===== config.mk =====
export PLATFORM = sky130hd
export DESIGN_NAME = mcr_master_config
export DESIGN_NICKNAME = d
export VERILOG_FILES = /design/src/design/mcr_pkg.sv /design/src/design/mcr_master_config.sv /design/src/design/mcr_block_or.sv
export SDC_FILE = /design/constraint.sdc
export NUM_CORES = 1
export LEC_CHECK = 0
export ABC_AREA = 1
export BUFFER_PORTS_ARGS = -buffer_cell sky130_fd_sc_hd__buf_2
export CAP_MARGIN = 15
export CORE_UTILIZATION = 42
export DETAILED_ROUTE_END_ITERATION = 8
export PLACE_DENSITY_LB_ADDON = 0.25
export SYNTH_ARGS = -nofsm -noshare
export SYNTH_HDL_FRONTEND = slang
export SYNTH_SLANG_ARGS = --single-unit

===== constraint.sdc =====
create_clock -name clk_sys_in -period 1.86 [get_ports clk_sys_in]
set_input_delay 0.372 -clock clk_sys_in [delete_from_list [all_inputs] [get_ports clk_sys_in]]
set_output_delay 0.372 -clock clk_sys_in [all_outputs]
set_load 0.02 [all_outputs]

===== src/design/mcr_pkg.sv =====
// Constants for the master configuration register block.
package mcr_pkg;
  localparam int unsigned MCR_DATA_W = 16;
  localparam int unsigned MCR_ADDR_W = 8;
  localparam logic [7:0] MCR_CFG1_OFFSET = 8'h00;
  localparam int unsigned MCR_BIT_BLOCK_A = 15;
  localparam int unsigned MCR_BIT_BLOCK_B = 14;
  localparam int unsigned MCR_PTR_LSB = 10;
  localparam logic [15:0] MCR_CFG1_RESET = 16'h0000;
  // Bits that hold state; 13 and 12 are always zero, 9..0 kept as plain storage
  localparam logic [15:0] MCR_CFG1_MASK = 16'hcfff;
  localparam logic [15:0] MCR_READ_UNMAPPED = 16'h0000;
endpackage


===== src/design/mcr_master_config.sv =====
// Master configuration register one with transmit block outputs.
`timescale 1ns/1ps
`default_nettype none
module mcr_master_config
  import mcr_pkg::*;
(
  input wire logic clk_sys_in,
  input wire logic arst_n_in,
  input wire logic wr_en_in,
  input wire logic rd_en_in,
  input wire logic [MCR_ADDR_W-1:0] addr_in,
  input wire logic [MCR_DATA_W-1:0] wdata_in,
  input wire logic monitor_soft_reset_in,
  input wire logic remote_terminal_soft_reset_in,
  input wire logic bus_a_transmit_block_in,
  input wire logic bus_b_transmit_block_in,
  output logic [MCR_DATA_W-1:0] rdata_out,
  output logic [MCR_DATA_W-1:0] config_out,
  output logic [1:0] pointer_select_out,
  output logic bus_a_transmit_block_out,
  output logic bus_b_transmit_block_out
);
  typedef struct packed {
    logic [MCR_DATA_W-1:0] cfg;
    logic [MCR_DATA_W-1:0] rdata;
  } mcr_state_t;

  mcr_state_t st_r;
  mcr_state_t st_nxt;
  logic hit;
  logic block_a_bit;
  logic block_b_bit;

  // True when the word address selects configuration register one
  function automatic logic mcr_is_cfg1(input logic [MCR_ADDR_W-1:0] addr);
    return (addr == MCR_CFG1_OFFSET);
  endfunction

  // Clears the bits that hold no state, so reserved bits never store or read back
  function automatic logic [MCR_DATA_W-1:0] mcr_keep_bits(input logic [MCR_DATA_W-1:0] word);
    return word & MCR_CFG1_MASK;
  endfunction

  // Address decode, shared by the next-state logic and the checks
  assign hit = mcr_is_cfg1(addr_in);

  // Register bits that feed the two transmit block combiners
  assign block_a_bit = st_r.cfg[MCR_BIT_BLOCK_A];
  assign block_b_bit = st_r.cfg[MCR_BIT_BLOCK_B];

  // Next state: only host writes change the register, soft resets are not inputs to it
  always_comb begin
    st_nxt = st_r;
    if (wr_en_in && hit) begin
      st_nxt.cfg = mcr_keep_bits(wdata_in);
    end
    if (rd_en_in) begin
      st_nxt.rdata = hit ? mcr_keep_bits(st_r.cfg) : MCR_READ_UNMAPPED;
    end
  end

  // Register the state; master reset clears everything
  always_ff @(posedge clk_sys_in or negedge arst_n_in) begin
    if (!arst_n_in) begin
      st_r <= '{cfg: MCR_CFG1_RESET, rdata: MCR_READ_UNMAPPED};
    end else begin
      st_r <= st_nxt;
    end
  end

  assign rdata_out = st_r.rdata;
  assign config_out = st_r.cfg;
  assign pointer_select_out = st_r.cfg[MCR_PTR_LSB+1:MCR_PTR_LSB];

  // Bus A block
  mcr_block_or u_block_a (
    .reg_bit_in(block_a_bit),
    .pin_in(bus_a_transmit_block_in),
    .block_out(bus_a_transmit_block_out)
  );

  // Bus B block
  mcr_block_or u_block_b (
    .reg_bit_in(block_b_bit),
    .pin_in(bus_b_transmit_block_in),
    .block_out(bus_b_transmit_block_out)
  );

  // Checks: all but the reset and pin ones rest while the master reset is held

  // A write to the mapped word lands on the next edge, reserved bits dropped
  a_write_stores: assert property (
    @(posedge clk_sys_in) disable iff (!arst_n_in)
    (wr_en_in && hit)
    |=> (config_out == ($past(wdata_in) & MCR_CFG1_MASK)))
    else $error("write not stored");

  // Without a write to the mapped word the register keeps its value
  a_hold_no_write: assert property (
    @(posedge clk_sys_in) disable iff (!arst_n_in)
    !(wr_en_in && hit)
    |=> $stable(config_out))
    else $error("register changed without write");

  // Soft-reset requests of the terminals leave the register alone
  a_soft_reset_keep: assert property (
    @(posedge clk_sys_in) disable iff (!arst_n_in)
    ((monitor_soft_reset_in || remote_terminal_soft_reset_in) && !wr_en_in)
    |=> $stable(config_out))
    else $error("soft reset changed register");

  // Unused bits never hold a one, neither stored nor read back
  a_reserved_zero: assert property (
    @(posedge clk_sys_in) disable iff (!arst_n_in)
    (config_out[13:12] == 2'h0) && (rdata_out[13:12] == 2'h0))
    else $error("reserved bits not zero");

  // Bus A block follows its register bit or its pin
  a_block_a_or: assert property (
    @(posedge clk_sys_in) disable iff (!arst_n_in)
    bus_a_transmit_block_out == (config_out[15] | bus_a_transmit_block_in))
    else $error("bus A block wrong");

  // Bus B block follows its register bit or its pin
  a_block_b_or: assert property (
    @(posedge clk_sys_in) disable iff (!arst_n_in)
    bus_b_transmit_block_out == (config_out[14] | bus_b_transmit_block_in))
    else $error("bus B block wrong");

  // A read of the mapped word returns the register one edge later
  a_read_data: assert property (
    @(posedge clk_sys_in) disable iff (!arst_n_in)
    (rd_en_in && hit && !wr_en_in)
    |=> (rdata_out == config_out))
    else $error("read data wrong");

  // The pointer-select field takes the written bits
  a_pointer_field: assert property (
    @(posedge clk_sys_in) disable iff (!arst_n_in)
    (wr_en_in && hit)
    |=> (pointer_select_out == $past(wdata_in[11:10])))
    else $error("pointer select wrong");

  // Master reset holds the register at zero without a clock
  a_reset_clear: assert property (
    @(posedge clk_sys_in)
    !arst_n_in |-> (config_out == 16'h0000))
    else $error("reset did not clear");

  // Reads of any other address return the unmapped value
  a_unmapped_read: assert property (
    @(posedge clk_sys_in) disable iff (!arst_n_in)
    (rd_en_in && !hit)
    |=> (rdata_out == MCR_READ_UNMAPPED))
    else $error("unmapped read not zero");

  // Writes to any other address leave the register alone
  a_unmapped_write: assert property (
    @(posedge clk_sys_in) disable iff (!arst_n_in)
    (wr_en_in && !hit)
    |=> $stable(config_out))
    else $error("unmapped write changed register");

  // Read data stands until the next read
  a_read_hold: assert property (
    @(posedge clk_sys_in) disable iff (!arst_n_in)
    !rd_en_in
    |=> $stable(rdata_out))
    else $error("read data changed without read");

  // Data written is what a later read of the word returns
  a_write_read_back: assert property (
    @(posedge clk_sys_in) disable iff (!arst_n_in)
    (wr_en_in && hit) ##1 !(wr_en_in && hit) ##1 (rd_en_in && hit && !wr_en_in)
    |=> (rdata_out == ($past(wdata_in, 3) & MCR_CFG1_MASK)))
    else $error("read back differs from write");

  // The low ten bits are plain storage
  a_low_bits_store: assert property (
    @(posedge clk_sys_in) disable iff (!arst_n_in)
    (wr_en_in && hit)
    |=> (config_out[MCR_PTR_LSB-1:0] == $past(wdata_in[MCR_PTR_LSB-1:0])))
    else $error("low bits not stored");

  // The bus A block bit takes the written bit
  a_block_a_store: assert property (
    @(posedge clk_sys_in) disable iff (!arst_n_in)
    (wr_en_in && hit)
    |=> (config_out[MCR_BIT_BLOCK_A] == $past(wdata_in[MCR_BIT_BLOCK_A])))
    else $error("bus A block bit not stored");

  // The bus B block bit takes the written bit
  a_block_b_store: assert property (
    @(posedge clk_sys_in) disable iff (!arst_n_in)
    (wr_en_in && hit)
    |=> (config_out[MCR_BIT_BLOCK_B] == $past(wdata_in[MCR_BIT_BLOCK_B])))
    else $error("bus B block bit not stored");

  // The pointer-select field moves only on a write
  a_pointer_hold: assert property (
    @(posedge clk_sys_in) disable iff (!arst_n_in)
    !(wr_en_in && hit)
    |=> $stable(pointer_select_out))
    else $error("pointer select changed without write");

  // Master reset clears the read data and the pointer field too
  a_reset_outputs: assert property (
    @(posedge clk_sys_in)
    !arst_n_in |-> ((rdata_out == MCR_READ_UNMAPPED) && (pointer_select_out == 2'h0)))
    else $error("reset left outputs set");

  // While reset is held only the pins block the buses
  a_reset_pins_only: assert property (
    @(posedge clk_sys_in)
    !arst_n_in |-> ((bus_a_transmit_block_out == bus_a_transmit_block_in)
      && (bus_b_transmit_block_out == bus_b_transmit_block_in)))
    else $error("block outputs wrong in reset");

  // A pin alone blocks its bus whatever the register holds
  a_pins_block: assert property (
    @(posedge clk_sys_in)
    (!bus_a_transmit_block_in || bus_a_transmit_block_out)
      && (!bus_b_transmit_block_in || bus_b_transmit_block_out))
    else $error("pin did not block bus");
endmodule // mcr_master_config
`default_nettype wire


===== src/design/mcr_block_or.sv =====
// Transmit block combiner for one bus.
`timescale 1ns/1ps
`default_nettype none
module mcr_block_or (
  input wire logic reg_bit_in,
  input wire logic pin_in,
  output logic block_out
);
  // Either source blocks the bus
  assign block_out = reg_bit_in | pin_in;
endmodule // mcr_block_or
`default_nettype wire


# After elaboration in Yosys (flattened, before gate mapping)
# Index checks and enable logic that the tools add are counted.
# Widths: inputs -> output; s select.
[op_classes] eq_ne=0 addsub=0 multipliers=0 n_bitwise=2 n_shift=0 n_reduce_logical=2 order_cmp=0 n_mux=1 div_mod_pow=0
[ops] operator="$mux 16" count=1
[ops] operator="$logic_not 8->1" count=1
[ops] operator="$or 1x1->1" count=2
[ops] operator="$logic_and 1x1->1" count=1
[totals] mem_bits_ro=0 out_inout_bits=36 register_bits=30 ramBits=0 inputBits=32 word_cells=7 n_memories=0 latch_bits=0

# Logic depth before layout (Yosys ltp)
# Gate-level depths: netlist of the first run.
[logic_depth] word_depth=2 depth_mapped=7

# Modules after synthesis
# A second synthesis of the first run with hierarchy kept.
[hier_totals] cells_unflattened=141 hier_area_um2=1212.4
[by_module_without_submodules] module="mcr_master_config" seq_area_each_um2=700.7 area_each_um2=1189.9 cells_each=135 n_inst=1
[by_module_without_submodules] module="mcr_block_or" seq_area_each_um2=0.0 area_each_um2=11.3 cells_each=3 n_inst=2

# Least setup slack after synthesis of the first run
# No wires, ideal clock.
[synth_path] path_kind="input -> register" startpoint="input addr_in[1]" endpoint="register st_r (netlist bit config_out[11])" path_stages=7 slack_ns=0.728 required_ns=1.743 setup_ns=0.117 arrival_ns=1.015 cell_sequence="nor2_1 nand2_1 nor2_2 nand2_1 buf_4 nand2_1 nand2_1"
[synth_via] elab_chain_len=2
[synth_rtl] element="start: declaration" line="mcr_master_config.sv:11" source="input wire logic [MCR_ADDR_W-1:0] addr_in,"
[synth_rtl] element="$logic_not 8->1" line="mcr_master_config.sv:36" source="return (addr == MCR_CFG1_OFFSET);"
[synth_rtl] element="$logic_and 1x1->1" line="mcr_master_config.sv:54" source="if (wr_en_in && hit) begin"
[synth_rtl] element="end signal: assignment" line="mcr_master_config.sv:65" source="st_r <= '{cfg: MCR_CFG1_RESET, rdata: MCR_READ_UNMAPPED};"
[synth_rtl] element="end signal: assignment" line="mcr_master_config.sv:67" source="st_r <= st_nxt;"
[synth_rtl] element="end: declaration" line="mcr_master_config.sv:28" source="mcr_state_t st_r;"
# Every way passes these cells.
# A chain may end at the register's enable or synchronous reset.

# Worst setup path after layout of the first run
[layout_path] startpoint="register st_r (netlist bit config_out[15])" endpoint="output bus_a_transmit_block_out"
[layout_via] elab_chain_len=1
[layout_rtl] element="$or 1x1->1" line="mcr_block_or.sv:10" source="assign block_out = reg_bit_in | pin_in;"
[layout_rtl] element="end: declaration" line="mcr_master_config.sv:20" source="output logic bus_a_transmit_block_out,"
# Every way passes these cells.

==> run_results.csv, run 1 <==
group,metric,value,unit
status,outcome,"finished, final reports clean",
drt,wirelength,2520,um
timing,timing.setup.tns,0,ns
pwr,peakVddDrop,0.000403,V
worst_setup_path,cp.arrival,1.20,ns
floorplan,io_pins,68,
timing,timing.max_slew.rel_slack,59.3,%
place,hpwlAfterDp,1820,um
worst_setup_path,criticalPathCategory,"flip-flop to output port",
drt,firstDrtPassIters,4,
hold_path,hp-class,"primary input to asynchronous set/reset pin",
worst_setup_path,crit_start,"config_out[15]",
place,place.gp.congestion,0.762,
drt,route.met3.wl,160,um
clock_tree,cts_hold_buf,0,
yosys,synth.distinct_cells,12,
timing,hold_violations,0,
pwr,p_per_area,698,mW/mm2
clock_tree,clkSlewWorstSetupHoldPaths,0.14,ns
clock_tree,clk_latency,0.32,ns
timing,drv_slew,0,
drt,met1_length,1100,um
clock_tree,postCtsSetupRepairBufs,0,
global_routing,grt_max_degree,29,
yosys,synth_area,0.00122,mm2
flow_run,max-cap-violations,0,
final_layout,mostFrequentLayoutCells,"59 x nand2_1, 59 x buf_2, 28 x nand3_1, 28 x dfrtp_1",
timing,max_freq,635,MHz
drt,highest_layer,"met4",
clock_tree,cts_resized,0,
worst_setup_path,rrSetupSlack,1.19,ns
place,portBuffers,59,
clock_tree,cts_buffers,3,
floorplan,initial_utilization,44.1,%
final_layout,area_growth,23.2,%
final_layout,drive_gt1_share,35.4,%
timing,hold-worst-slack,0.0415,ns
global_routing,gr-total-overflow,0,
drt,drtIter0Drc,31,
drt,routed-via-count,1056,
final_layout,n_antenna_cell,0,
floorplan,die-area,0.00312,mm2
timing,period_needed,1.58,ns
drt,postRouteAntennaNets,0,
clock_tree,clock_path_buffers,2,
yosys,yosys_register_bits,28,
drt,drc_errors,0,
drt,wl_per_cell,11.3,um
yosys,synth_seq_area_share,57.6,%
timing,fin_skew,0.00490,ns
worst_setup_path,regToRegEndpoint,"rdata_out[11]",
worst_setup_path,rr_worst_depth,2,
clock_tree,clock-sinks,28,
worst_setup_path,r2r-start,"config_out[11]",
yosys,yosysWarnings,0,
worst_setup_path,end_kind,"output port",
final_layout,layout.nets,225,
drt,dr_wl_met2,1230,um
drt,detail_route.vias_per_cell,4.74,
worst_setup_path,start_kind,"flip-flop",
clock_tree,tritoncts,"built",
timing,rsz0062_at_grt,"no",
clock_tree,cts_max_level,1,
clock_tree,cts_root_buf,"clkbuf_4",
worst_setup_path,cp.required,1.49,ns
yosys,synth.avg_cell_area,8.76,um2
timing,worst_slew_pin_slew,0.610,ns
yosys,syn_inst,139,
global_routing,grt.total_usage,17.4,%
global_routing,antenna_found_initial,0,
timing,setup_viol_count_final,0,
floorplan,die_h,55.8,um
global_routing,grt_pass1_vias,977,
timing,period_share,84.7,%
floorplan,die_w,55.8,um
worst_setup_path,path_max_fanout,4,
global_routing,grt_pass1_wl,4310,um
floorplan,core_area,0.00276,mm2
floorplan,rows,19,
pwr,p_leak,0.965,nW
critical path, stage by stage (launching register included):
cell and delay, ns:
dfrtp_1 0.43, or2_2 0.30, buf_2 0.16
layer usage:
metal | up-vias | track usage [%]
met2 | 41 | 31.0
li1 | 532 | -
met1 | 481 | 22.1
met4 | 0 | 5.23
met3 | 2 | 2.56
met5 | - | 0
worst max path at each step:
stage | slack (ns) | to | cells past startpoint
4_1_cts | 0.27 | bus_a_transmit_block_out | 2
5_1_grt | 0.23 | bus_a_transmit_block_out | 2
2_1_floorplan | 0.73 | config_out[11] | 7
3_5_place_dp | 0.40 | config_out[10] | 7
3_3_place_gp | 0.46 | config_out[0] | 7
6_report | 0.28 | bus_a_transmit_block_out | 2
state kept, by name, indices dropped and copies added, names as in the netlist:
register	count
config_out	14
rdata_out	14
synth_stat cells, drive strengths merged:
library cell,instances,area (um2)
nor2,5,21.3
clkbuf,2,7.51
inv,1,3.75
nand3,28,140
conb,1,3.75
buf,13,106
dfrtp,28,701
or2,2,12.5
nand2,59,221
layout make-up:
type	count	area, um2
tap	31	38.8
sequential	28	701
clock buffer	4	36.3
inverter	1	3.75
multi-input combinational	98	410
timing repair buffer	61	310
fill	291	1260
power breakdown:
part	leakage, nW	total [W]	switching [W]	internal, W
Clock	0.0210	0.000291	0.000171	0.000120
Combinational	0.556	0.000121	0.0000792	0.0000418
Sequential	0.389	0.000635	0.0000117	0.000623
Total	0.965	0.00105	0.000262	0.000785
cells by family (layout without fill, tap and decap cells):
| group | count (synthesis) | after routing | synth area share [%] |
|---|---|---|---|
| and+or+nand+nor | 94 | 94 | 32.5 |
| other | 1 | 4 | 0.308 |
| buffers and inverters | 16 | 66 | 9.66 |
| DFF | 28 | 28 | 57.6 |
stage by stage:
stage / total power [W] / cell area, um2 / instances / worst slack, ns / util, %
2_1_floorplan: 0.000717 / 1230 / 142 / 0.728 / -
3_3_place_gp: 0.000767 / 1460 / 219 / 0.457 / 53.1
3_5_place_dp: 0.000770 / 1460 / 219 / 0.404 / 53.1
4_1_cts: 0.00106 / 1500 / 223 / 0.267 / 54.4
5_1_grt: 0.00111 / 1500 / 223 / 0.225 / 54.4
6_report: 0.00105 / 1500 / 223 / 0.284 / 54.4
Note: power is estimated with default switching activity, not from simulation.
==> run 2, diff against run 1 <==
Settings changed: ABC_AREA 1 to 0.
Clock period 1.86 ns to 1.59 ns, I/O delays scaled along.
==> run 2 against run 1 <==
  * Worst setup slack worse by 0.24 ns
  * Count of clock-buffer cells in the layout is the same
  * Clock skew about the same
  * Critical endpoint unchanged
  * Sequential share of layout area is 1.9 points lower
  * Non-clock buffer count increased by 2
  * Synthesized cell count decreased by 25%
  * Utilization grew 2.3 points
  * Wire length is 3.7% lower
  * Highest routed layer unchanged
  * Sequential power increased by 17%
  * Area after synthesis up 1.0%
==> run_results.csv, run 2 <==
group,metric,value,unit
place,placed_area,0.00151,mm2
drt,wl_per_cell,12.6,um
global_routing,grt_max_degree,29,
timing,timing.setup.tns,0,ns
pwr,peakVddDrop,0.000446,V
pwr,switching_share,24.4,%
pwr,clkPwrFrac,27.6,%
place,dp_slack,0.0396,ns
drt,drc_errors,0,
clock_tree,clk_latency,0.32,ns
final_layout,n_antenna_cell,0,
drt,drtIter0Drc,16,
drt,firstDrtPassIters,4,
yosys,synth_area,0.00123,mm2
final_layout,final_util,56.7,%
worst_setup_path,criticalPathCategory,"flip-flop to output port",
yosys,yosysTopAreaCell,"dfrtp_1",
yosys,ys.flop_type,"dfrtp_1",
timing,timing.max_slew.rel_slack,60.2,%
yosys,yosys_register_bits,28,
pwr,switching_power,0.000302,W
drt,routed-via-count,929,
global_routing,gr-total-overflow,0,
place,place.gp.congestion,0.667,
timing,rsz0062_at_grt,"no",
floorplan,core_area,0.00276,mm2
yosys,yosysMostFrequentCell,"dfrtp_1",
final_layout,area_growth,27.2,%
floorplan,initial_utilization,44.6,%
timing,max_freq,648,MHz
status,outcome,"finished, final reports clean",
place,portBuffers,59,
final_layout,layout.nets,194,
clock_tree,clkSlewWorstSetupHoldPaths,0.15,ns
floorplan,rows,19,
final_layout,stdcell_area,0.00156,mm2
drt,postRouteAntennaNets,0,
pwr,p_seq_share,60.0,%
final_layout,mostFrequentLayoutCells,"58 x buf_2, 28 x dfrtp_1, 15 x nand2_1",
timing,fin_ws,0.0464,ns
global_routing,grt_pass1_vias,976,
worst_setup_path,slowest_delay,0.45,ns
yosys,synth.avg_cell_area,11.8,um2
worst_setup_path,start_kind,"flip-flop",
yosys,syn_inst,104,
timing,setup_viol_count_final,0,
clock_tree,tritoncts,"built",
final_layout,final_common_cell,"buf_2",
clock_tree,clock_path_buffers,2,
pwr,p_int,0.000936,W
worst_setup_path,cp_slowest_cell,"dfrtp_1",
timing,period_share,97.1,%
floorplan,die-area,0.00315,mm2
pwr,p_per_area,792,mW/mm2
worst_setup_path,path_max_fanout,4,
place,hpwlAfterDp,1780,um
final_layout,drive_gt1_share,52.8,%
yosys,yosysWarnings,0,
hold_path,hp-class,"primary input to flip-flop",
yosys,synthArstFlopShare,100,%
worst_setup_path,end_kind,"output port",
yosys,synth_seq_area_share,57.0,%
clock_tree,cts_root_buf,"clkbuf_4",
yosys,synth_commonest_cells,"28 x dfrtp_1, 15 x nand2_1, 14 x inv_1, 14 x o22ai_1, 10 x mux2_4",
drt,wirelength,2430,um
worst_setup_path,cp.arrival,1.23,ns
floorplan,die_w,56.1,um
clock_tree,cts_buffers,3,
timing,worst_slew_pin_slew,0.598,ns
worst_setup_path,crit_chain,"or2_2 > buf_6",
clock_tree,cts_max_level,1,
worst_setup_path,cp.required,1.27,ns
timing,hold_violations,0,
yosys,synth_top_cell_area_share,57.0,%
timing,hold-worst-slack,0.209,ns
clock_tree,clock-sinks,28,
global_routing,antenna_found_initial,0,
yosys,synth.distinct_cells,13,
yosys,synth_area_leaders,"dfrtp_1 57%, mux2_4 12%, o22ai_1 7.1%, buf_4 4.9%, nand2_1 4.6%",
pwr,pwr-share-comb,12.4,%
global_routing,grt.total_usage,17.6,%
timing,period_needed,1.54,ns
floorplan,die_h,56.1,um
pwr,p_leak,0.870,nW
timing,drv_slew,0,
global_routing,grt_pass1_wl,4290,um
timing,fin_skew,0.00444,ns
flow_run,max-cap-violations,0,
yosys,synth-edff-count,0,
floorplan,io_pins,68,
drt,detail_route.vias_per_cell,4.84,
## run 2: changes by cell type after synthesis, moves of 2 or more
cell and change:
nand2_1 -44, nand3_1 -28, o22ai_1 +14, inv_1 +13, mux2_4 +10, mux2_2 +4, nor2_1 -4, buf_6 -2
clkbuf_1 +2, nor4_2 +2
## run 2: metrics by stage
stage / power, W / cells
after floorplan: 0.000849 / 107
after global placement: 0.000904 / 187
after detailed placement: 0.000909 / 187
after CTS: 0.00126 / 192
after global routing: 0.00130 / 192
final: 0.00124 / 192
## run 2: what timing repair did
action                                 in CTS  in global routing
setup endpoints to repair                   0                  1
hold buffers                                1                  0
gates resized for setup                     0                  2
buffers inserted                            0                  0
endpoints found under the hold margin      28                  0
## run 2: kinds of logic after synthesis
logic type / Yosys count / synth area share (%)
and+or+nand+nor: 20 / 8.44
other: 1 / 0.305
buffers and inverters: 27 / 11.3
AOI/OAI and AO/OA: 14 / 7.12
DFF: 28 / 57.0
muxes: 14 / 15.9
## run 2: area by class of cell
class / count / area, um2
fill: 265 / 1190
sequential: 28 / 701
multi-input combinational: 52 / 402
timing repair buffer: 63 / 334
inverter: 14 / 52.6
tap: 31 / 38.8
clock buffer: 4 / 36.3
## run 2: final timing paths
kind | startpoint | to | slack, ns | cells past startpoint
setup / recovery | config_out[15] | bus_a_transmit_block_out | 0.05 | 2
hold reg to reg | rdata_out[2] | rdata_out[2] | 0.54 | 2
max in group asynchronous | arst_n_in | rdata_out[3] | 0.69 | 2
min in group asynchronous | arst_n_in | rdata_out[4] | 0.52 | 2
hold / removal | wdata_in[8] | config_out[8] | 0.21 | 2
setup reg to reg | config_out[15] | config_out[15] | 0.78 | 1
## run 2: power by group through the flow
stage / clock (W) / sequential [W] / combinational, W
after floorplan: 0 / 0.000773 / 0.0000757
after global placement: 0 / 0.000755 / 0.000149
after detailed placement: 0 / 0.000757 / 0.000152
after CTS: 0.000361 / 0.000743 / 0.000155
after global routing: 0.000388 / 0.000746 / 0.000169
final: 0.000342 / 0.000743 / 0.000153
## run 2: layer usage
layer  share of wire [%]  routed length [um]  vias to the layer above  track usage (%)
met2                  49                1200                       45             29.8
met1                  42                1010                      436             21.9
met5                   0                   0                        -                0
li1                    -                   -                      443                -
met3                 7.3                 176                        5             2.79
met4                 1.8                  44                        0             8.36
## run 2: critical path: cells and delay by family (launching register included)
family        cells  cell delay [ns]
simple gates      1             0.32
buf+inv           1             0.14
flops             1             0.45
